--- config.mk ---
export PLATFORM = sky130hd
export DESIGN_NAME = pocl_loader
export DESIGN_NICKNAME = d
export VERILOG_FILES = /design/src/pocl_pkg.sv /design/src/pocl_loader.sv
export SDC_FILE = /design/constraint.sdc
export NUM_CORES = 1
export LEC_CHECK = 0
export BUFFER_PORTS_ARGS = -buffer_cell sky130_fd_sc_hd__clkbuf_2
export CELL_PAD_IN_SITES_DETAIL_PLACEMENT = 0
export CELL_PAD_IN_SITES_GLOBAL_PLACEMENT = 1
export CORE_UTILIZATION = 48
export CTS_BUF_LIST = sky130_fd_sc_hd__clkbuf_4
export CTS_CLUSTER_SIZE = 28
export DETAILED_ROUTE_END_ITERATION = 16
export GPL_TIMING_DRIVEN = 0
export PLACE_DENSITY_LB_ADDON = 0.05
export SLEW_MARGIN = 20
export SYNTH_ARGS = -nofsm -noshare
export SYNTH_HDL_FRONTEND = slang
export SYNTH_SLANG_ARGS = --single-unit
--- constraint.sdc ---
create_clock -name CLK -period 4.2 [get_ports CLK]
set_clock_uncertainty 0.2 [all_clocks]
set_input_delay 0.84 -clock CLK [delete_from_list [all_inputs] [get_ports CLK]]
set_output_delay 0.84 -clock CLK [all_outputs]
set_load 0.005 [all_outputs]
--- src/pocl_pkg.sv ---
// Package of constants for the power-on configuration loader.
package pocl_pkg;
   // ****************************************************************
   // Memory map
   // ****************************************************************
   localparam logic [31:0] FLASH_BASE = 32'h0000_0000;
   localparam logic [31:0] SRAM_BASE = 32'h2000_0000;
   localparam logic [31:0] BRIDGE_A_BASE = 32'h4000_0000;
   localparam logic [31:0] BRIDGE_STRIDE = 32'h0100_0000;
   localparam logic [31:0] BRIDGE_SIZE = 32'h0001_0000;
   localparam logic [31:0] FLASH_SIZE = 32'h0004_0000;
   localparam logic [31:0] SRAM_SIZE = 32'h0000_8000;
   localparam logic [31:0] USER_ROW_ADDR = 32'h0080_4000;
   localparam logic [15:0] FLASH_PAGES = 16'h1000;
   localparam logic [2:0] PAGE_SIZE_CODE = 3'h0;
   // ****************************************************************
   // Register offsets
   // ****************************************************************
   localparam logic [7:0] REG_FLASH_PARAMETER = 8'h00;
   localparam logic [7:0] REG_STATUS = 8'h04;
   localparam logic [7:0] REG_CFG_LO = 8'h08;
   localparam logic [7:0] REG_CFG_HI = 8'h0C;
   localparam logic [7:0] REG_ROW_LO = 8'h10;
   localparam logic [7:0] REG_ROW_HI = 8'h14;
   localparam logic [7:0] REG_CAL = 8'h18;
   localparam logic [7:0] REG_DECODE = 8'h1C;
   localparam logic [7:0] REG_REGION = 8'h20;
   localparam logic [4:0] PAGE_SIZE_POS = 5'h10;
   // ****************************************************************
   // User row field positions
   // ****************************************************************
   localparam int BOOTP_LSB = 0;
   localparam int EEP_LSB = 4;
   localparam int BLVL_LSB = 8;
   localparam int BEN_POS = 14;
   localparam int BACT_LSB = 15;
   localparam int WEN_POS = 25;
   localparam int WAO_POS = 26;
   localparam int WPER_LSB = 27;
   localparam int WWIN_LSB = 31;
   localparam int WEWO_LSB = 35;
   localparam int WWEN_POS = 39;
   localparam int BHYS_POS = 40;
   localparam int LOCK_LSB = 48;
   // Default row: lock FFFF, hyst 1, ewo B, win B, per B, act 1, en 1, lvl 7, eep 7, bootp 7.
   localparam logic [63:0] ROW_DEFAULT = 64'hFFFF_015D_D800_C777;
   localparam logic [2:0] BOOTP_ALT_DEFAULT = 3'h3;
   localparam logic [5:0] BLVL_AUTO_DEFAULT = 6'h22;
   localparam logic [31:0] CAL_DEFAULT = 32'h0000_0000;
   localparam logic [1:0] RESP_OKAY = 2'h0;
   localparam logic [1:0] RESP_SLVERR = 2'h2;
   localparam logic [1:0] RESP_DECERR = 2'h3;
   typedef enum logic [2:0] {ST_POR, ST_CAL, ST_ROW0, ST_ROW1, ST_APPLY, ST_RUN} pocl_state_e;
endpackage

--- src/pocl_loader.sv ---
// Power-on configuration loader with AXI4-Lite status and decode registers.
// Notes on behaviour
// - Analog supply reset monitor always active; low supply restarts the load and consumer reset, but loaded values and bus registers keep theirs.
// - Core supply brown-out monitoring starts only after startup completes.
// - Fixed address map decode: flash, SRAM, three 64 KB bridge windows, no remap.
// - Report flash page count and page size read-only; 64-byte pages, four per row.
// - Copy automatic calibration row values into their registers at startup.
// - Read first two 32-bit user row words at power-on and apply them.
// - User row readable through the REG_ROW_LO and REG_ROW_HI registers; its fixed address is only decoded as region 6.
// - Rewritten user row takes effect only at next device reset.
// - Boot protect size from bits 2:0, default 7, or 3 on one variant.
// - Emulated EEPROM size from bits 6:4, default 7.
// - Analog brown-out level from bits 13:8, default 7, or 34 automotive grade.
// - Analog brown-out enable from bit 14, default 1.
// - Analog brown-out action from bits 16:15, default 1.
// - Analog brown-out hysteresis from bit 40, default 1.
// - Watchdog enable bit 25, always-on bit 26, both default 0.
// - Watchdog period from bits 30:27, default 0x0B.
// - Watchdog window timeout from bits 34:31, default 0x0B.
// - Watchdog early warning offset from bits 38:35, default 0xB.
// - Watchdog window enable from bit 39, default 0.
// - Flash region lock bits from bits 63:48, default 0xFFFF.
`timescale 1ns/1ps
module pocl_loader
(
   input wire logic CLK,
   input wire logic NRST,
   input wire logic ANALOG_SUPPLY_OK,
   input wire logic CORE_SUPPLY_OK,
   input wire logic ROW_BLANK,
   input wire logic VARIANT_ALT,
   input wire logic GRADE_AUTO,
   output logic NVM_REQ,
   output logic [1:0] NVM_SEL,
   input wire logic NVM_ACK,
   input wire logic [31:0] NVM_DATA,
   output logic CONSUMER_NRST,
   output logic CORE_BOD_EN,
   output logic CORE_BOD_RESET,
   output logic [31:0] CAL_VALUE,
   output logic [2:0] BOOT_PROTECT_SIZE,
   output logic [2:0] EEPROM_SIZE,
   output logic [5:0] ANALOG_SUPPLY_BROWNOUT_LEVEL,
   output logic ANALOG_SUPPLY_BROWNOUT_EN,
   output logic [1:0] ANALOG_SUPPLY_BROWNOUT_ACTION,
   output logic ANALOG_SUPPLY_BROWNOUT_HYST,
   output logic WATCHDOG_UNIT_EN,
   output logic WATCHDOG_UNIT_ALWAYS_ON,
   output logic [3:0] WATCHDOG_UNIT_PERIOD,
   output logic [3:0] WATCHDOG_UNIT_WINDOW,
   output logic [3:0] EARLY_WARNING_OFFSET,
   output logic WATCHDOG_UNIT_WIN_EN,
   output logic [15:0] REGION_LOCK,
   input wire logic [31:0] AWADDR,
   input wire logic AWVALID,
   output logic AWREADY,
   input wire logic [31:0] WDATA,
   input wire logic [3:0] WSTRB,
   input wire logic WVALID,
   output logic WREADY,
   output logic [1:0] BRESP,
   output logic BVALID,
   input wire logic BREADY,
   input wire logic [31:0] ARADDR,
   input wire logic ARVALID,
   output logic ARREADY,
   output logic [31:0] RDATA,
   output logic [1:0] RRESP,
   output logic RVALID,
   input wire logic RREADY
);
   // ****************************************************************
   // Supply synchronisers and chip reset
   // ****************************************************************
   logic [1:0] ana_sync_ff;
   logic [1:0] core_sync_ff;
   logic [1:0] blank_sync_ff;
   logic [1:0] alt_sync_ff;
   logic [1:0] auto_sync_ff;
   logic chip_nrst;
   always_ff @(posedge CLK or negedge NRST)
   begin
      if (!NRST)
      begin
         ana_sync_ff <= 2'h0;
         core_sync_ff <= 2'h0;
         blank_sync_ff <= 2'h0;
         alt_sync_ff <= 2'h0;
         auto_sync_ff <= 2'h0;
      end
      else
      begin
         ana_sync_ff <= {ana_sync_ff[0], ANALOG_SUPPLY_OK};
         core_sync_ff <= {core_sync_ff[0], CORE_SUPPLY_OK};
         blank_sync_ff <= {blank_sync_ff[0], ROW_BLANK};
         alt_sync_ff <= {alt_sync_ff[0], VARIANT_ALT};
         auto_sync_ff <= {auto_sync_ff[0], GRADE_AUTO};
      end
   end
   // Low analog supply sends the load sequence back to ST_POR and holds the consumer reset and core monitor off.
   assign chip_nrst = ana_sync_ff[1];
   // ****************************************************************
   // Load sequence
   // ****************************************************************
   pocl_pkg::pocl_state_e state_ff;
   pocl_pkg::pocl_state_e nxt_state;
   logic [31:0] cal_ff;
   logic [63:0] row_ff;
   logic [63:0] cfg_ff;
   logic [63:0] eff_row;
   logic [63:0] dflt_row;
   logic req_ff;
   logic [1:0] sel_ff;
   logic cons_nrst_ff;
   logic bod_en_ff;
   logic bod_rst_ff;
   logic strap_alt_ff;
   logic strap_auto_ff;
   logic busy;
   assign busy = (state_ff == pocl_pkg::ST_CAL) || (state_ff == pocl_pkg::ST_ROW0) ||
                 (state_ff == pocl_pkg::ST_ROW1);
   always_comb
   begin
      nxt_state = state_ff;
      case (state_ff)
         pocl_pkg::ST_POR: nxt_state = pocl_pkg::ST_CAL;
         pocl_pkg::ST_CAL: if (NVM_ACK) nxt_state = pocl_pkg::ST_ROW0;
         pocl_pkg::ST_ROW0: if (NVM_ACK) nxt_state = pocl_pkg::ST_ROW1;
         pocl_pkg::ST_ROW1: if (NVM_ACK) nxt_state = pocl_pkg::ST_APPLY;
         pocl_pkg::ST_APPLY: nxt_state = pocl_pkg::ST_RUN;
         pocl_pkg::ST_RUN: nxt_state = pocl_pkg::ST_RUN;
         default: nxt_state = pocl_pkg::ST_POR;
      endcase
   end
   // Defaults for a blank row, with the package and grade straps folded in.
   assign dflt_row = {pocl_pkg::ROW_DEFAULT[63:14],
                      strap_auto_ff ? pocl_pkg::BLVL_AUTO_DEFAULT : pocl_pkg::ROW_DEFAULT[13:8],
                      pocl_pkg::ROW_DEFAULT[7:3],
                      strap_alt_ff ? pocl_pkg::BOOTP_ALT_DEFAULT : pocl_pkg::ROW_DEFAULT[2:0]};
   assign eff_row = blank_sync_ff[1] ? dflt_row : row_ff;
   always_ff @(posedge CLK or negedge NRST)
   begin
      if (!NRST)
      begin
         state_ff <= pocl_pkg::ST_POR;
         cal_ff <= pocl_pkg::CAL_DEFAULT;
         row_ff <= pocl_pkg::ROW_DEFAULT;
         cfg_ff <= pocl_pkg::ROW_DEFAULT;
         req_ff <= 1'b0;
         sel_ff <= 2'h0;
         cons_nrst_ff <= 1'b0;
         bod_en_ff <= 1'b0;
         bod_rst_ff <= 1'b0;
         strap_alt_ff <= 1'b0;
         strap_auto_ff <= 1'b0;
      end
      else if (!chip_nrst)
      begin
         state_ff <= pocl_pkg::ST_POR;
         cons_nrst_ff <= 1'b0;
         bod_en_ff <= 1'b0;
         bod_rst_ff <= 1'b0;
         req_ff <= 1'b0;
      end
      else
      begin
         state_ff <= nxt_state;
         // Straps are followed during the load, when their synchronisers have settled.
         if (busy)
         begin
            strap_alt_ff <= alt_sync_ff[1];
            strap_auto_ff <= auto_sync_ff[1];
         end
         req_ff <= (nxt_state == pocl_pkg::ST_CAL) || (nxt_state == pocl_pkg::ST_ROW0) ||
                   (nxt_state == pocl_pkg::ST_ROW1);
         sel_ff <= (nxt_state == pocl_pkg::ST_ROW0) ? 2'h1 : (nxt_state == pocl_pkg::ST_ROW1) ? 2'h2 : 2'h0;
         if (busy && NVM_ACK && state_ff == pocl_pkg::ST_CAL)
            cal_ff <= NVM_DATA;
         if (busy && NVM_ACK && state_ff == pocl_pkg::ST_ROW0)
            row_ff[31:0] <= NVM_DATA;
         if (busy && NVM_ACK && state_ff == pocl_pkg::ST_ROW1)
            row_ff[63:32] <= NVM_DATA;
         // Configuration is latched once per reset, so a rewritten row waits for the next one.
         if (state_ff == pocl_pkg::ST_APPLY)
            cfg_ff <= eff_row;
         cons_nrst_ff <= (state_ff == pocl_pkg::ST_APPLY) || (state_ff == pocl_pkg::ST_RUN);
         bod_en_ff <= (state_ff == pocl_pkg::ST_RUN);
         bod_rst_ff <= (state_ff == pocl_pkg::ST_RUN) && !core_sync_ff[1];
      end
   end
   assign NVM_REQ = req_ff;
   assign NVM_SEL = sel_ff;
   assign CONSUMER_NRST = cons_nrst_ff;
   assign CORE_BOD_EN = bod_en_ff;
   assign CORE_BOD_RESET = bod_rst_ff;
   assign CAL_VALUE = cal_ff;
   // ****************************************************************
   // Configuration fields
   // ****************************************************************
   assign BOOT_PROTECT_SIZE = cfg_ff[pocl_pkg::BOOTP_LSB +: 3];
   assign EEPROM_SIZE = cfg_ff[pocl_pkg::EEP_LSB +: 3];
   assign ANALOG_SUPPLY_BROWNOUT_LEVEL = cfg_ff[pocl_pkg::BLVL_LSB +: 6];
   assign ANALOG_SUPPLY_BROWNOUT_EN = cfg_ff[pocl_pkg::BEN_POS];
   assign ANALOG_SUPPLY_BROWNOUT_ACTION = cfg_ff[pocl_pkg::BACT_LSB +: 2];
   assign ANALOG_SUPPLY_BROWNOUT_HYST = cfg_ff[pocl_pkg::BHYS_POS];
   assign WATCHDOG_UNIT_EN = cfg_ff[pocl_pkg::WEN_POS];
   assign WATCHDOG_UNIT_ALWAYS_ON = cfg_ff[pocl_pkg::WAO_POS];
   assign WATCHDOG_UNIT_PERIOD = cfg_ff[pocl_pkg::WPER_LSB +: 4];
   assign WATCHDOG_UNIT_WINDOW = cfg_ff[pocl_pkg::WWIN_LSB +: 4];
   assign EARLY_WARNING_OFFSET = cfg_ff[pocl_pkg::WEWO_LSB +: 4];
   assign WATCHDOG_UNIT_WIN_EN = cfg_ff[pocl_pkg::WWEN_POS];
   assign REGION_LOCK = cfg_ff[pocl_pkg::LOCK_LSB +: 16];
   // ****************************************************************
   // Register bus
   // ****************************************************************
   // Region code of an address: 1 flash, 2 SRAM, 3-5 bridge A-C, 6 user row, 0 none.
   function automatic logic [2:0] region_of(input logic [31:0] a);
      logic [2:0] r;
      r = 3'h0;
      if (a - pocl_pkg::FLASH_BASE < pocl_pkg::FLASH_SIZE) r = 3'h1;
      else if (a - pocl_pkg::SRAM_BASE < pocl_pkg::SRAM_SIZE) r = 3'h2;
      else if (a - pocl_pkg::BRIDGE_A_BASE < pocl_pkg::BRIDGE_SIZE) r = 3'h3;
      else if (a - pocl_pkg::BRIDGE_A_BASE - pocl_pkg::BRIDGE_STRIDE < pocl_pkg::BRIDGE_SIZE) r = 3'h4;
      else if (a - pocl_pkg::BRIDGE_A_BASE - (pocl_pkg::BRIDGE_STRIDE << 1) < pocl_pkg::BRIDGE_SIZE) r = 3'h5;
      else if ((a & 32'hFFFF_FFF8) == pocl_pkg::USER_ROW_ADDR) r = 3'h6;
      return r;
   endfunction
   logic [31:0] probe_ff;
   logic [2:0] region_w;
   logic [31:0] status_w;
   logic [31:0] rd_word;
   logic rd_hit;
   logic aw_got_ff;
   logic w_got_ff;
   logic [7:0] awaddr_ff;
   logic bvalid_ff;
   logic [1:0] bresp_ff;
   logic rvalid_ff;
   logic [31:0] rdata_ff;
   logic [1:0] rresp_ff;
   logic [7:0] ra;
   logic [31:0] wdata_hold_ff;
   logic nxt_aw_got;
   logic nxt_w_got;
   logic nxt_bvalid;
   logic nxt_rvalid;
   logic awready_ff;
   logic wready_ff;
   logic arready_ff;
   assign region_w = region_of(probe_ff);
   assign status_w = {24'h0, cons_nrst_ff, bod_en_ff, blank_sync_ff[1], 2'h0, state_ff};
   assign ra = ARADDR[7:0];
   assign rd_hit = ARADDR[31:8] == 24'h0 && (ra == pocl_pkg::REG_FLASH_PARAMETER || ra == pocl_pkg::REG_STATUS ||
                   ra == pocl_pkg::REG_CFG_LO || ra == pocl_pkg::REG_CFG_HI || ra == pocl_pkg::REG_ROW_LO ||
                   ra == pocl_pkg::REG_ROW_HI || ra == pocl_pkg::REG_CAL || ra == pocl_pkg::REG_DECODE ||
                   ra == pocl_pkg::REG_REGION);
   assign rd_word = (ra == pocl_pkg::REG_FLASH_PARAMETER) ?
                    ({13'h0, pocl_pkg::PAGE_SIZE_CODE, pocl_pkg::FLASH_PAGES} ) :
                    (ra == pocl_pkg::REG_STATUS) ? status_w :
                    (ra == pocl_pkg::REG_CFG_LO) ? cfg_ff[31:0] :
                    (ra == pocl_pkg::REG_CFG_HI) ? cfg_ff[63:32] :
                    (ra == pocl_pkg::REG_ROW_LO) ? row_ff[31:0] :
                    (ra == pocl_pkg::REG_ROW_HI) ? row_ff[63:32] :
                    (ra == pocl_pkg::REG_CAL) ? cal_ff :
                    (ra == pocl_pkg::REG_DECODE) ? probe_ff : {29'h0, region_w};
   // Next handshake state, so that the ready outputs can leave straight from flops.
   assign nxt_bvalid = bvalid_ff ? !BREADY : (aw_got_ff && w_got_ff);
   assign nxt_aw_got = aw_got_ff ? !(w_got_ff && !bvalid_ff) : (AWVALID && !bvalid_ff);
   assign nxt_w_got = w_got_ff ? !(aw_got_ff && !bvalid_ff) : (WVALID && !bvalid_ff);
   assign nxt_rvalid = rvalid_ff ? !RREADY : ARVALID;
   always_ff @(posedge CLK or negedge NRST)
   begin
      if (!NRST)
      begin
         aw_got_ff <= 1'b0;
         w_got_ff <= 1'b0;
         awaddr_ff <= 8'h00;
         bvalid_ff <= 1'b0;
         bresp_ff <= pocl_pkg::RESP_OKAY;
         rvalid_ff <= 1'b0;
         rdata_ff <= 32'h0000_0000;
         rresp_ff <= pocl_pkg::RESP_OKAY;
         probe_ff <= 32'h0000_0000;
      end
      else
      begin
         if (bvalid_ff && BREADY)
            bvalid_ff <= 1'b0;
         if (AWVALID && !aw_got_ff && !bvalid_ff)
         begin
            aw_got_ff <= 1'b1;
            awaddr_ff <= (AWADDR[31:8] == 24'h0) ? AWADDR[7:0] : 8'hFF;
         end
         if (WVALID && !w_got_ff && !bvalid_ff)
            w_got_ff <= 1'b1;
         if (aw_got_ff && w_got_ff && !bvalid_ff)
         begin
            aw_got_ff <= 1'b0;
            w_got_ff <= 1'b0;
            bvalid_ff <= 1'b1;
            if (awaddr_ff == pocl_pkg::REG_DECODE)
            begin
               probe_ff <= wdata_hold_ff;
               bresp_ff <= pocl_pkg::RESP_OKAY;
            end
            else
               bresp_ff <= pocl_pkg::RESP_SLVERR;
         end
         if (rvalid_ff && RREADY)
            rvalid_ff <= 1'b0;
         if (ARVALID && !rvalid_ff)
         begin
            rvalid_ff <= 1'b1;
            rdata_ff <= rd_hit ? rd_word : 32'h0000_0000;
            rresp_ff <= rd_hit ? pocl_pkg::RESP_OKAY : pocl_pkg::RESP_DECERR;
         end
      end
   end
   always_ff @(posedge CLK or negedge NRST)
   begin
      if (!NRST)
         wdata_hold_ff <= 32'h0000_0000;
      else if (WVALID && !w_got_ff && !bvalid_ff)
         wdata_hold_ff <= {WSTRB[3] ? WDATA[31:24] : probe_ff[31:24], WSTRB[2] ? WDATA[23:16] : probe_ff[23:16],
                           WSTRB[1] ? WDATA[15:8] : probe_ff[15:8], WSTRB[0] ? WDATA[7:0] : probe_ff[7:0]};
   end
   always_ff @(posedge CLK or negedge NRST)
   begin
      if (!NRST)
      begin
         awready_ff <= 1'b1;
         wready_ff <= 1'b1;
         arready_ff <= 1'b1;
      end
      else
      begin
         awready_ff <= !nxt_aw_got && !nxt_bvalid;
         wready_ff <= !nxt_w_got && !nxt_bvalid;
         arready_ff <= !nxt_rvalid;
      end
   end
   assign AWREADY = awready_ff;
   assign WREADY = wready_ff;
   assign BVALID = bvalid_ff;
   assign BRESP = bresp_ff;
   assign ARREADY = arready_ff;
   assign RVALID = rvalid_ff;
   assign RDATA = rdata_ff;
   assign RRESP = rresp_ff;
   // ****************************************************************
   // Assertions
   // ****************************************************************
   consumer_gate_a: assert property (@(posedge CLK) disable iff (!NRST)
      $rose(cons_nrst_ff) |-> $past(state_ff) == pocl_pkg::ST_APPLY || $past(state_ff) == pocl_pkg::ST_RUN)
      else $error("Consumer reset released before load.");
   por_reset_a: assert property (@(posedge CLK) disable iff (!NRST)
      !ana_sync_ff[1] |=> !cons_nrst_ff && state_ff == pocl_pkg::ST_POR)
      else $error("Low analog supply did not reset.");
   core_bod_a: assert property (@(posedge CLK) disable iff (!NRST)
      bod_en_ff |-> cons_nrst_ff && $past(state_ff) == pocl_pkg::ST_RUN)
      else $error("Core monitor enabled before startup.");
   cfg_hold_a: assert property (@(posedge CLK) disable iff (!NRST)
      state_ff == pocl_pkg::ST_RUN && $past(state_ff) == pocl_pkg::ST_RUN |-> $stable(cfg_ff))
      else $error("Configuration changed while running.");
   lock_field_a: assert property (@(posedge CLK) disable iff (!NRST)
      $past(state_ff) == pocl_pkg::ST_APPLY && $past(chip_nrst) |-> REGION_LOCK == $past(eff_row[63:48]))
      else $error("Lock bits not applied.");
   row_load_a: assert property (@(posedge CLK) disable iff (!NRST)
      state_ff == pocl_pkg::ST_ROW1 && NVM_ACK && chip_nrst |=> row_ff[63:32] == $past(NVM_DATA))
      else $error("Second row word not captured.");
   cal_load_a: assert property (@(posedge CLK) disable iff (!NRST)
      state_ff == pocl_pkg::ST_CAL && NVM_ACK && chip_nrst |=> CAL_VALUE == $past(NVM_DATA))
      else $error("Calibration word not captured.");
   bridge_decode_a: assert property (@(posedge CLK) disable iff (!NRST)
      probe_ff[31:24] == 8'h41 && probe_ff[23:16] == 8'h00 |-> region_w == 3'h4)
      else $error("Bridge B window misdecoded.");
   blank_lock_a: assert property (@(posedge CLK) disable iff (!NRST)
      $past(state_ff) == pocl_pkg::ST_APPLY && $past(chip_nrst) && $past(blank_sync_ff[1]) |->
      REGION_LOCK == pocl_pkg::ROW_DEFAULT[63:48])
      else $error("Blank row lock default not applied.");
   boot_alt_a: assert property (@(posedge CLK) disable iff (!NRST)
      $past(state_ff) == pocl_pkg::ST_APPLY && $past(chip_nrst) && $past(blank_sync_ff[1]) &&
      $past(strap_alt_ff) |-> BOOT_PROTECT_SIZE == pocl_pkg::BOOTP_ALT_DEFAULT)
      else $error("Variant boot protect default not applied.");
   level_auto_a: assert property (@(posedge CLK) disable iff (!NRST)
      $past(state_ff) == pocl_pkg::ST_APPLY && $past(chip_nrst) && $past(blank_sync_ff[1]) &&
      $past(strap_auto_ff) |-> ANALOG_SUPPLY_BROWNOUT_LEVEL == pocl_pkg::BLVL_AUTO_DEFAULT)
      else $error("Grade brown-out level default not applied.");
endmodule

# [Word-level counts from Yosys, hierarchy flattened]
# Index checks and enable logic that the tools add are counted.
[classes] n_addsub=4 multipliers=0 div_mod_pow=0 order_cmp=5 n_eq_ne=18 shift=0 mux=48 n_bitwise=0 n_reduce_logical=62
[op_table] cell="$mux W32" n=9
[op_table] cell="$lt A32 B17 Y1 const B" n=3
[op_table] cell="$mux W64" n=1
[op_table] cell="$logic_not A24 Y1" n=2
[op_table] cell="$eq A8 B5 Y1 const B" n=5
[op_table] cell="$mux W8" n=5
[op_table] cell="$mux W3" n=11
[op_table] cell="$lt A32 B16 Y1 const B" n=1
[op_table] cell="$lt A32 B19 Y1 const B" n=1
[op_table] cell="$sub A32 B25 Y32 const B" n=1
[op_table] cell="$sub A32 B26 Y32 const B" n=1
[op_table] cell="$sub A32 B30 Y32 const B" n=1
[op_table] cell="$sub A32 B31 Y32 const B" n=1
[op_table] cell="$eq A29 B21 Y1 const B" n=1
[op_table] cell="$logic_and A1 B1 Y1" n=21
[op_table] cell="$eq A8 B4 Y1 const B" n=2
[op_table] cell="$mux W1" n=16
[op_table] cell="$pmux W3 S5" n=1
[op_table] cell="$logic_not A1 Y1" n=13
[op_table] cell="$logic_or A1 B1 Y1" n=13
[op_table] cell="$eq A3 B2 Y1 const B" n=4
[op_table] cell="$reduce_and A2 Y1" n=6
[op_table] cell="$eq A8 B3 Y1 const B" n=1
[op_table] cell="$eq A8 B6 Y1 const B" n=1
[op_table] cell="8 further kinds" n=16
[totals] regBits=296 latchBits=0 mem_bits_rw=0 romBits=0 input_bits=145 out_inout_bits=126 elab_cells=167 mem_count=0

# [Longest topological paths before layout]
# Gate-level depths: netlist (run 1).
[logic_depth] ltp_word=17 ltp_mapped=9 ltp_nobuf=8

# [Worst setup path after synthesis (run 1)]
# No wires, ideal clock.
[synth_timing] kind="input -> register" startpoint="input port ARADDR[2]" endpoint="register rdata_ff[21] (netlist: RDATA[21])" setup_time_ps=135 arrival_time_ps=2513 required_time_ps=3865 path_slack_ps=1352 path_stages=5 n_path_buf=2 cell_sequence="clkbuf_1 -> buf_1 -> mux4_1 -> a21boi_0 -> o31ai_1"
[synth_via] elab_chain_len=11 word_cells_on_any_way=27 classes_between="eq/ne: 8; mux: 9; reduce/logical: 10"
[synth_rtl] item="from (decl)" line="pocl_loader.sv:64" text="input wire logic [31:0] ARADDR,"
[synth_rtl] item="branches (longest 10 deep; another with $mux W32)"
[synth_rtl] item="$mux W32 *" line="pocl_loader.sv:314" text="rdata_ff <= rd_hit ? rd_word : 32'h0000_0000;"
[synth_rtl] item="to (signal assigned)" line="pocl_loader.sv:314"
[synth_rtl] item="to (decl)" line="pocl_loader.sv:239" text="logic [31:0] rdata_ff;"
# Mark *: on every way between the ends.
# A chain may end at the register's enable or synchronous reset.

# [Final worst setup path (run 1)]
[layout_timing] startpoint="input port ARADDR[1]" endpoint="register rdata_ff[28] (netlist: RDATA[28])"
# The elaborated chain is that of the path after synthesis.

==> results of run 1 <==
==> registers in the layout, indices dropped and copies added (netlist names), 2 cells and up <==
register       cells
CAL_VALUE         32
blank_sync_ff      2
state_ff           3
row_ff            64
NVM_SEL            2
auto_sync_ff       2
RDATA             32
awaddr_ff          8
cfg_ff            64
wdata_hold_ff     32
ana_sync_ff        2
probe_ff          32
alt_sync_ff        2
core_sync_ff       2
==> layout by cell type, fill, tap and decap left out, types with 4 or more instances in the layout <==
master,count
clkbuf_1,58
nand3b_1,25
ha_1,8
o21ai_0,80
mux2i_1,47
clkbuf_2,264
a21oi_1,60
o31ai_1,22
dfstp_2,77
nor4b_1,5
nor2_1,85
a31oi_1,7
inv_1,17
dlygate4sd3_1,5
o221a_2,4
nor4_1,13
nor2b_1,19
clkinv_1,5
o22ai_1,9
nand3_1,10
nand4_1,4
nand2_1,177
mux4_2,19
buf_1,16
dfrtp_1,217
nand2b_1,9
clkbuf_4,135
a21boi_0,19
buf_4,49
mux2_2,131
nor3_1,12
o22a_1,9
==> synth_stat cells, types with 10 or more instances <==
cell type and instances:
a21boi_0 19, a21oi_1 60, buf_1 16, buf_4 49, clkbuf_1 58, dfrtp_1 217
dfstp_2 77, inv_1 17, mux2_2 131, mux2i_1 47, mux4_2 19, nand2_1 177
nand3_1 10, nand3b_1 25, nor2_1 85, nor2b_1 19, nor3_1 12, nor4_1 13
o21ai_0 80, o31ai_1 22
==> layout make-up <==
type | instances | area [um^2]
antenna | 2 | 5.00
inverter | 17 | 63.8
clock inverter | 13 | 93.8
fill | 2572 | 11600
sequential | 294 | 7450
multi-input combinational | 827 | 5770
timing repair buffer | 273 | 1470
clock buffer | 135 | 1010
buffer | 125 | 656
tap | 384 | 480
==> logic make-up (layout without fill, tap and decap cells) <==
family,count (synthesis),count (layout),synth area share [%]
adder cells (fa/ha/maj),8,8,0.718
flip-flops,294,294,53.4
other,1,3,0.0269
AO/OA/AOI/OAI,235,235,10.4
multiplexers,198,198,17.2
AND/OR/NAND/NOR,381,381,12.8
XOR/XNOR,4,4,0.251
buffers and inverters,142,563,5.16
==> routing by layer <==
layer	up-vias	part of all wire (%)
met5	-	0
met3	56	8.0
met4	0	2.0
met2	464	48
li1	5204	-
met1	5576	42
==> critical path: cells and delay by family <==
family | cells | cell delay (ns)
AO/OA/AOI/OAI | 3 | 0.64
buffers and inverters | 2 | 0.66
AND/OR/NAND/NOR | 3 | 1.86
==> through the flow <==
| stage | hold slack (ns) | setup WS [ns] | power [uW] | cells |
|---|---|---|---|---|
| global placement | 0.134 | -4.19 | 5530 | 1912 |
| floorplan | 0.131 | 1.35 | 4890 | 1263 |
| CTS | 0.0101 | 0.706 | 8360 | 2068 |
| detailed placement | 0.137 | -0.0447 | 5600 | 1915 |
| finish | 0.0501 | 0.599 | 8290 | 2070 |
| global route | 0.0158 | 0.540 | 8770 | 2070 |
==> how the worst max path moves through the flow <==
stage	startpoint	end	slack, ns
after global placement	NRST	wdata_hold_ff[21]$_DFFE_PN0P_	-4.19
after global routing	ARADDR[1]	RDATA[24]$_DFFE_PN0P_	0.54
final	ARADDR[1]	RDATA[28]$_DFFE_PN0P_	0.60
after detailed placement	ARADDR[1]	RDATA[22]$_DFFE_PN0P_	-0.04
after floorplan	ARADDR[2]	RDATA[21]$_DFFE_PN0P_	1.35
after CTS	ARADDR[1]	RDATA[22]$_DFFE_PN0P_	0.71
==> power breakdown <==
part / internal, uW / total, uW / switching (uW)
registers: 3580 / 4030 / 448
logic: 816 / 1520 / 707
clock network: 1510 / 2730 / 1220
==> repair_timing <==
action                                 4_1_cts  5_1_grt
hold buffers                                 5        0
endpoints found under the hold margin       45        0
setup buffers                                0        0
==> flow_summary.ini, run 1 <==
[setup_path]
worstPathArrival_ns = 4.01
slowest_delay_ns = 0.75
crit_chain = clkbuf_2, nor4_1, nand2b_1, nor2_1, clkbuf_1, o21ai_0, a21boi_0, o31ai_1
reg2reg_slack_ns = 0.93
critPathLaunchType = primary input
r2r-start = state_ff[0]$_DFF_PN0_
crit_slowest_cell = nor4_1
cp.required_ns = 4.61
end_kind = flip-flop
rr_worst_depth = 5
path_max_fanout = 10
critPathKind = primary input to flip-flop
rr_endpoint = CAL_VALUE[15]$_DFFE_PN0P_

[detailed_routing]
drc = 0
ant_nets = 0
wl_per_cell_um = 20.7
wirelength_um = 42900
drtIter0Drc = 620
routed_via_density = 5.46
num_vias = 11300
first_pass_iters = 5

[cts]
htree_levels = 3
cts_tree = done
cts.clk_slew.worst_paths_ns = 0.07
root_buffer = clkbuf_4
clk_path_buf_depth = 3
cts_sinks = 294
cts_inserted_buffers = 80
cts_resized = 0
clock_latency_ns = 0.72

[synthesis]
synth_area_leaders = dfrtp_1 (39%), dfstp_2 (15%), mux2_2 (11%)
synth_edf_count = 0
avgSynthCellArea_um2 = 11.0
yosysTopAreaCell = dfrtp_1
yosysWarnings = 0
syn_nets = 1416
synth_cell_types = 61
netlist_instances = 1263
synthesis.area_mm2 = 0.0139
synth_top_area_share_pct = 38.9
async_reset_ff_share_pct = 100
ys.flop_type = dfrtp_1
ys_ff_latch = 294
yosysSeqAreaShare_pct = 53.4

[timing]
setup_tns_ns = 0
fmax_mhz = 278
setup_violations = 0
maxSlewViolCount = 0
finalHoldViolations = 0
tightest_slew_ns = 1.12
slew_headroom_pct = 24.8
grt_setup_unrepaired = no
period_share_pct = 85.7
period_needed_ns = 3.60

[worst_hold_path]
min_path_type = primary input to flip-flop
hold_path.startpoint = VARIANT_ALT
whs_endpoint = alt_sync_ff[0]$_DFF_PN0_
holdPathStages = 1

[power_and_ir_drop]
leakagePower_uw = 0.00814
irDropWorstVdd_mv = 0.320
power_density_mw_per_mm2 = 487

[die]
die-area_mm2 = 0.0297
num_rows = 62
die_y_um = 172
start_util_pct = 48.7
coreArea_mm2 = 0.0286
die_x_um = 172
pin_count = 271

[grt]
use_met2_pct = 46.9
grt_first_pass_wirelength_um = 64200
top_usage_layer = met2
grt_pass1_vias = 11100
grt_max_degree = 84
use_met3_pct = 7.44
grt-ovfl-total = 0
antenna_found_initial = 2
gr-usage-met1_pct = 39.5
track_usage_pct = 29.5

[placement]
gp_congestion = 0.916
dp_hpwl_um = 31200
postPlaceCellArea_mm2 = 0.0158
numPortBuffers = 265

[layout]
fin_area_mm2 = 0.0170
final_net_count = 1771
drive_gt1_share_pct = 41.6
syn_to_final_growth_pct = 21.9
fin_util_pct = 59.4

[status]
outcome = finished clean

[run]
drv_cap = 0
Power figures use the tool's default switching activity.
==> inputs of run 2 (changes only) <==
--- a/config.mk
+++ b/config.mk
@@ -8,7 +8,7 @@
 export BUFFER_PORTS_ARGS = -buffer_cell sky130_fd_sc_hd__clkbuf_2
 export CELL_PAD_IN_SITES_DETAIL_PLACEMENT = 0
 export CELL_PAD_IN_SITES_GLOBAL_PLACEMENT = 1
-export CORE_UTILIZATION = 48
+export CORE_UTILIZATION = 45
 export CTS_BUF_LIST = sky130_fd_sc_hd__clkbuf_4
 export CTS_CLUSTER_SIZE = 28
 export DETAILED_ROUTE_END_ITERATION = 16
==> constraint.sdc (replaced) <==
create_clock -name CLK -period 3.8 [get_ports CLK]
set_clock_uncertainty 0.2 [all_clocks]
set_input_delay 0.76 -clock CLK [delete_from_list [all_inputs] [get_ports CLK]]
set_output_delay 0.76 -clock CLK [all_outputs]
set_load 0.005 [all_outputs]
==> run 2 against run 1 <==
Net effect:
- clock power rose by 11%
- first-iteration DRC count is 10% higher
- via count fell by 0.11%
- combinational power up 11%
- sequential share of layout area is 0.14 points lower
- sequential cell count unchanged
- critical path type unchanged
- highest routed layer unchanged
==> flow_summary.ini, run 2 (synthesized netlist as in run 1, its figures left out) <==
[grt]
grt_first_pass_wirelength_um = 66200
grt_pass1_vias = 11300
antenna_found_initial = 2
grt-ovfl-total = 0
grt_max_degree = 89
track_usage_pct = 28.4

[timing]
finalHoldViolations = 0
grt_setup_unrepaired = no
tightest_slew_ns = 1.09
period_needed_ns = 3.42
slew_headroom_pct = 27.3
whs_ns = 0.0515
maxSlewViolCount = 0
setup_violations = 0
period_share_pct = 89.9
fmax_mhz = 293
setup_tns_ns = 0

[die]
die_y_um = 178
die-area_mm2 = 0.0317
coreArea_mm2 = 0.0305
die_x_um = 178
start_util_pct = 45.7
pin_count = 271
num_rows = 64

[setup_path]
critPathLaunchType = primary input
path_depth = 8
critPathKind = primary input to flip-flop
path_buf_inv = 2
rr_worst_depth = 5
crit_chain = clkbuf_2, nor4_1, nand2b_1, nor2_1, clkbuf_1, o21ai_0, a21boi_0, o31ai_1
crit_slowest_cell = nor4_1
crit_start = ARADDR[0]
cp.required_ns = 4.22
slowest_delay_ns = 0.70
worstPathArrival_ns = 3.84
path_max_fanout = 10
r2r-start = state_ff[1]$_DFF_PN0_
path_delay_family = simple AND/OR/NAND/NOR gates
end_kind = flip-flop

[detailed_routing]
wl_per_cell_um = 21.1
routed-wl-met3_um = 3530
wl_met2_um = 20700
first_pass_iters = 7
num_vias = 11300
routed_via_density = 5.41
dr.max_layer_used = met4
ant_nets = 0
drc = 0
drtIter0Drc = 685
wirelength_um = 44000
wl_met1_um = 18900

[layout]
fillCellCount = 2882
fin_area_mm2 = 0.0171
fin_cells = 2087
most-common-layout-cells = clkbuf_2 (265), dfrtp_1 (217), nand2_1 (177), clkbuf_4 (134), mux2_2 (131)
reg_top3 = cfg_ff (64), row_ff (64)
final_common_cell = clkbuf_2
register_area_mm2 = 0.00745
final_net_count = 1775
syn_to_final_growth_pct = 22.3
drive_gt1_share_pct = 41.4
multi_input_area_mm2 = 0.00578

[cts]
cts_tree = done
clock_latency_ns = 0.73
postCtsSetupBuffers = 0
cts_sinks = 294
clk_path_buf_depth = 3
cts.clk_slew.worst_paths_ns = 0.06
cts_inserted_buffers = 81
root_buffer = clkbuf_4
htree_levels = 3

[placement]
postPlaceCellArea_mm2 = 0.0159
dp_hpwl_um = 31800
numPortBuffers = 265
dp.cells = 1927
gp_congestion = 0.908

[power_and_ir_drop]
leakagePower_uw = 0.00816
irDropWorstVdd_mv = 0.265
total_power_uw = 9170
power_density_mw_per_mm2 = 538

[status]
outcome = finished clean

[worst_hold_path]
min_path_type = primary input to flip-flop
hold_path.startpoint = RREADY
holdPathStages = 2

[run]
drv_cap = 0
[run 2: area by class of cell]
type | count | area share [%]
buffer | 125 | 3.85
antenna | 2 | 0.0293
multi-input combinational | 827 | 33.9
timing repair buffer | 276 | 8.78
tap | 396 | 2.90
sequential | 294 | 43.7
clock buffer | 134 | 5.90
inverter | 17 | 0.374
clock inverter | 16 | 0.609
[run 2: worst register-to-register path: stages (launching register included)]
cell	delay (ns)
dfrtp_1	0.33
clkbuf_1	0.36
nand3_1	0.19
nor2_1	0.86
clkbuf_1	0.68
mux2_2	0.41
[run 2: worst paths after layout]
kind | slack, ns | to
max reg2reg | 0.62 | row_ff[45]$_DFFE_PN0P_
min in group asynchronous | 0.43 | NVM_SEL[1]$_DFFE_PN0P_
max | 0.38 | RDATA[28]$_DFFE_PN0P_
min reg2reg | 0.14 | auto_sync_ff[1]$_DFF_PN0_
min | 0.05 | RVALID$_DFFE_PN0P_
max in group asynchronous | 1.76 | cfg_ff[48]$_DFFE_PN1P_
[run 2: what timing repair did]
action,in CTS,in global routing
endpoints found under the hold margin,65,0
gates resized for setup,0,0
hold buffers,8,0
[run 2: per-layer routing]
metal  GRT usage (%)  vias up
met3            6.46       66
met5               0        -
li1                -     5228
met4            9.37        0
met1            38.1     5542
met2            45.4      452
[run 2: through the flow]
| stage | utilization [%] | worst slack (ns) |
|---|---|---|
| global placement | 51.7 | -4.61 |
| CTS | 55.9 | 0.408 |
| finish | 55.9 | 0.383 |
| floorplan | - | 1.03 |
| detailed placement | 52.0 | -0.297 |
| global route | 55.9 | 0.324 |
[run 2: report_power, final]
group / leakage, uW / total [uW] / switching (uW) / internal [uW]
Sequential: 0.00355 / 4450 / 492 / 3960
Combinational: 0.00395 / 1690 / 783 / 904
Clock: 0.000659 / 3040 / 1380 / 1660
==> inputs of run 3 (changes only) <==
--- a/config.mk
+++ b/config.mk
@@ -5,10 +5,11 @@
 export SDC_FILE = /design/constraint.sdc
 export NUM_CORES = 1
 export LEC_CHECK = 0
+export ABC_AREA = 1
 export BUFFER_PORTS_ARGS = -buffer_cell sky130_fd_sc_hd__clkbuf_2
 export CELL_PAD_IN_SITES_DETAIL_PLACEMENT = 0
 export CELL_PAD_IN_SITES_GLOBAL_PLACEMENT = 1
-export CORE_UTILIZATION = 45
+export CORE_UTILIZATION = 43
 export CTS_BUF_LIST = sky130_fd_sc_hd__clkbuf_4
 export CTS_CLUSTER_SIZE = 28
 export DETAILED_ROUTE_END_ITERATION = 16
==> run 3 against run 2 <==
Net effect:
- setup slack improved by 0.86 ns
- die area rose by 3.6%
- worst hold slack improved by 0.024 ns
- clock-buffer cell count decreased by 3
- sequential share of layout area rose by 0.35 points
- largest cell class unchanged
==> flow_summary.ini, run 3 <==
[status]
outcome = finished clean

[timing]
setup_ws_ns = 1.25
maxSlewViolCount = 0
fmax_mhz = 391
setup_tns_ns = 0
slew_headroom_pct = 51.2
period_share_pct = 67.2
setup_violations = 0
grt_setup_unrepaired = no
finalHoldViolations = 0
whs_ns = 0.0753
period_needed_ns = 2.55
tightest_slew_ns = 0.732

[grt]
grt_pass1_vias = 12300
grt-ovfl-total = 0
antenna_found_initial = 1
track_usage_pct = 27.3
grt_max_degree = 83
grt_first_pass_wirelength_um = 68800

[cts]
clk_path_buf_depth = 3
cts_sinks = 294
postCtsSetupBuffers = 0
cts_inserted_buffers = 83
htree_levels = 3
cts.clk_slew.worst_paths_ns = 0.06
clock_latency_ns = 0.74
root_buffer = clkbuf_4
cts_tree = done

[setup_path]
path_max_fanout = 7
reg2reg_slack_ns = 1.25
crit_slowest_cell = dfrtp_1
rr_worst_depth = 19
path_buf_inv = 1
r2r-start = probe_ff[30]$_DFFE_PN0P_
slowest_delay_ns = 0.48
path_delay_family = simple AND/OR/NAND/NOR gates
cp.required_ns = 4.24
rr_endpoint = RDATA[2]$_DFFE_PN0P_
critPathLaunchType = flip-flop
worstPathArrival_ns = 2.99
crit_chain = inv_1, ha_1, nand2_1, nand4_1, nand2_1, nand2_1, nor2_1, nor2_1, nand2_1, nand2_1, nand2_1, nand2_1, nand2_1, nand2_1, nand2_1, nand2_1, nand2_1, nand2_1, nand2_1
path_common_cell = nand2_1
end_kind = flip-flop
critPathKind = flip-flop to flip-flop

[synthesis]
avgSynthCellArea_um2 = 8.45
syn_nets = 1786
yosysSeqAreaShare_pct = 54.0
synthesis.area_mm2 = 0.0138
synth_edf_count = 0
synth_top_area_share_pct = 39.3
ys.flop_type = dfrtp_1
yosysWarnings = 0
synth_area_leaders = dfrtp_1 (39%), dfstp_2 (15%), nand2_1 (12%)
synthTopCellsByCount = nand2_1 (447), o21ai_0 (286), dfrtp_1 (217)
yosysTopAreaCell = dfrtp_1
synth_cell_types = 42
synth_most_common_cell = nand2_1
ys_ff_latch = 294
async_reset_ff_share_pct = 100
netlist_instances = 1633

[power_and_ir_drop]
clkPwrFrac_pct = 35.6
power_density_mw_per_mm2 = 509
irDropWorstVdd_mv = 0.296
intPower_uw = 6090
leakagePower_uw = 0.00846
total_power_uw = 8620
seq_power_share_pct = 49.5
sw_frac_of_total_pct = 29.4
switchingPower_uw = 2530
comb_power_share_pct = 14.9

[detailed_routing]
num_vias = 12600
wl_per_cell_um = 17.8
drtIter0Drc = 884
ant_nets = 0
drc = 0
routed_via_density = 5.12
wirelength_um = 44000
first_pass_iters = 5

[placement]
numPortBuffers = 269
dp_hpwl_um = 33400
postPlaceCellArea_mm2 = 0.0157
dp_slack_ns = 0.858
gp_congestion = 0.885

[run]
drv_cap = 0

[die]
die_x_um = 181
coreArea_mm2 = 0.0316
start_util_pct = 43.7
pin_count = 271
die-area_mm2 = 0.0328
num_rows = 65
die_y_um = 181

[layout]
drive_gt1_share_pct = 27.9
syn_to_final_growth_pct = 22.6
fin_area_mm2 = 0.0169
reg_top3 = cfg_ff (64), row_ff (64)
most-common-layout-cells = nand2_1 (447), o21ai_0 (286), clkbuf_2 (268), dfrtp_1 (217), inv_1 (161)
final_net_count = 2149
final_common_cell = nand2_1

[worst_hold_path]
hold_path.startpoint = NVM_DATA[18]
whs_endpoint = row_ff[50]$_DFFE_PN1P_
holdPathStages = 3
min_path_type = primary input to flip-flop
## run 3: layout make-up
| type | count | area [um^2] |
|---|---|---|
| diodes | 1 | 2.50 |
| plain buffers | 127 | 683 |
| clock buffers | 131 | 983 |
| clock inverters | 21 | 133 |
| fillers | 3212 | 14600 |
| inverters | 170 | 638 |
| multi-input cells | 1042 | 5030 |
| flip-flops and latches | 294 | 7450 |
| well taps | 402 | 503 |
| repair buffers | 278 | 1500 |
## run 3: power by group through the flow
stage / logic (uW) / registers (uW) / clock network (uW)
final: 1280 / 4270 / 3070
after global routing: 1480 / 4320 / 3300
after CTS: 1300 / 4250 / 3150
after detailed placement: 1280 / 4300 / 0
after global placement: 1240 / 4290 / 0
after floorplan: 738 / 4150 / 0
## run 3: what timing repair did
action | CTS | global route
hold buffers | 6 | 0
resized for setup | 0 | 0
endpoints found under the hold margin | 63 | 0
## run 3: worst max path at each step
stage / to / slack [ns] / from / cells past startpoint
4_1_cts: RDATA[2]$_DFFE_PN0P_ / 1.24 / probe_ff[25]$_DFFE_PN0P_ / 20
2_1_floorplan: RDATA[7]$_DFFE_PN0P_ / 1.55 / ARADDR[6] / 13
6_report: RDATA[2]$_DFFE_PN0P_ / 1.25 / probe_ff[30]$_DFFE_PN0P_ / 19
3_5_place_dp: RDATA[27]$_DFFE_PN0P_ / 0.86 / ARADDR[1] / 14
3_3_place_gp: wdata_hold_ff[20]$_DFFE_PN0P_ / -4.54 / NRST / 1
5_1_grt: RDATA[2]$_DFFE_PN0P_ / 0.97 / probe_ff[25]$_DFFE_PN0P_ / 21
## run 3: worst register-to-register path: stages, from the launching register on
cell and delay (ns):
dfrtp_1 0.48, inv_1 0.22, ha_1 0.37, nand2_1 0.11, nand4_1 0.09, nand2_1 0.09, nand2_1 0.08, nor2_1 0.09
nor2_1 0.04, nand2_1 0.05, nand2_1 0.06, nand2_1 0.08, nand2_1 0.09, nand2_1 0.07, nand2_1 0.06, nand2_1 0.06
nand2_1 0.05, nand2_1 0.08, nand2_1 0.06, nand2_1 0.05
## run 3: per-layer routing
layer	global-route usage, %	part of all wire [%]
met5	0	0
met4	10.1	2.9
met3	5.12	6.6
met2	42.1	45
met1	38.3	46
## run 3: logic make-up after synthesis
family | count (synthesis) | synth area share, %
flip-flops | 294 | 54.0
other | 1 | 0.0272
adder cells (fa/ha/maj) | 8 | 0.725
multiplexers | 1 | 0.0816
buffers and inverters | 297 | 9.57
XOR/XNOR | 1 | 0.0635
AO/OA/AOI/OAI | 422 | 17.4
AND/OR/NAND/NOR | 609 | 18.2
## run 3: stage by stage
step,utilization (%),instances
CTS,53.6,2465
floorplan,-,1633
detailed placement,49.9,2307
global placement,49.6,2304
global route,53.6,2466
finish,53.6,2466
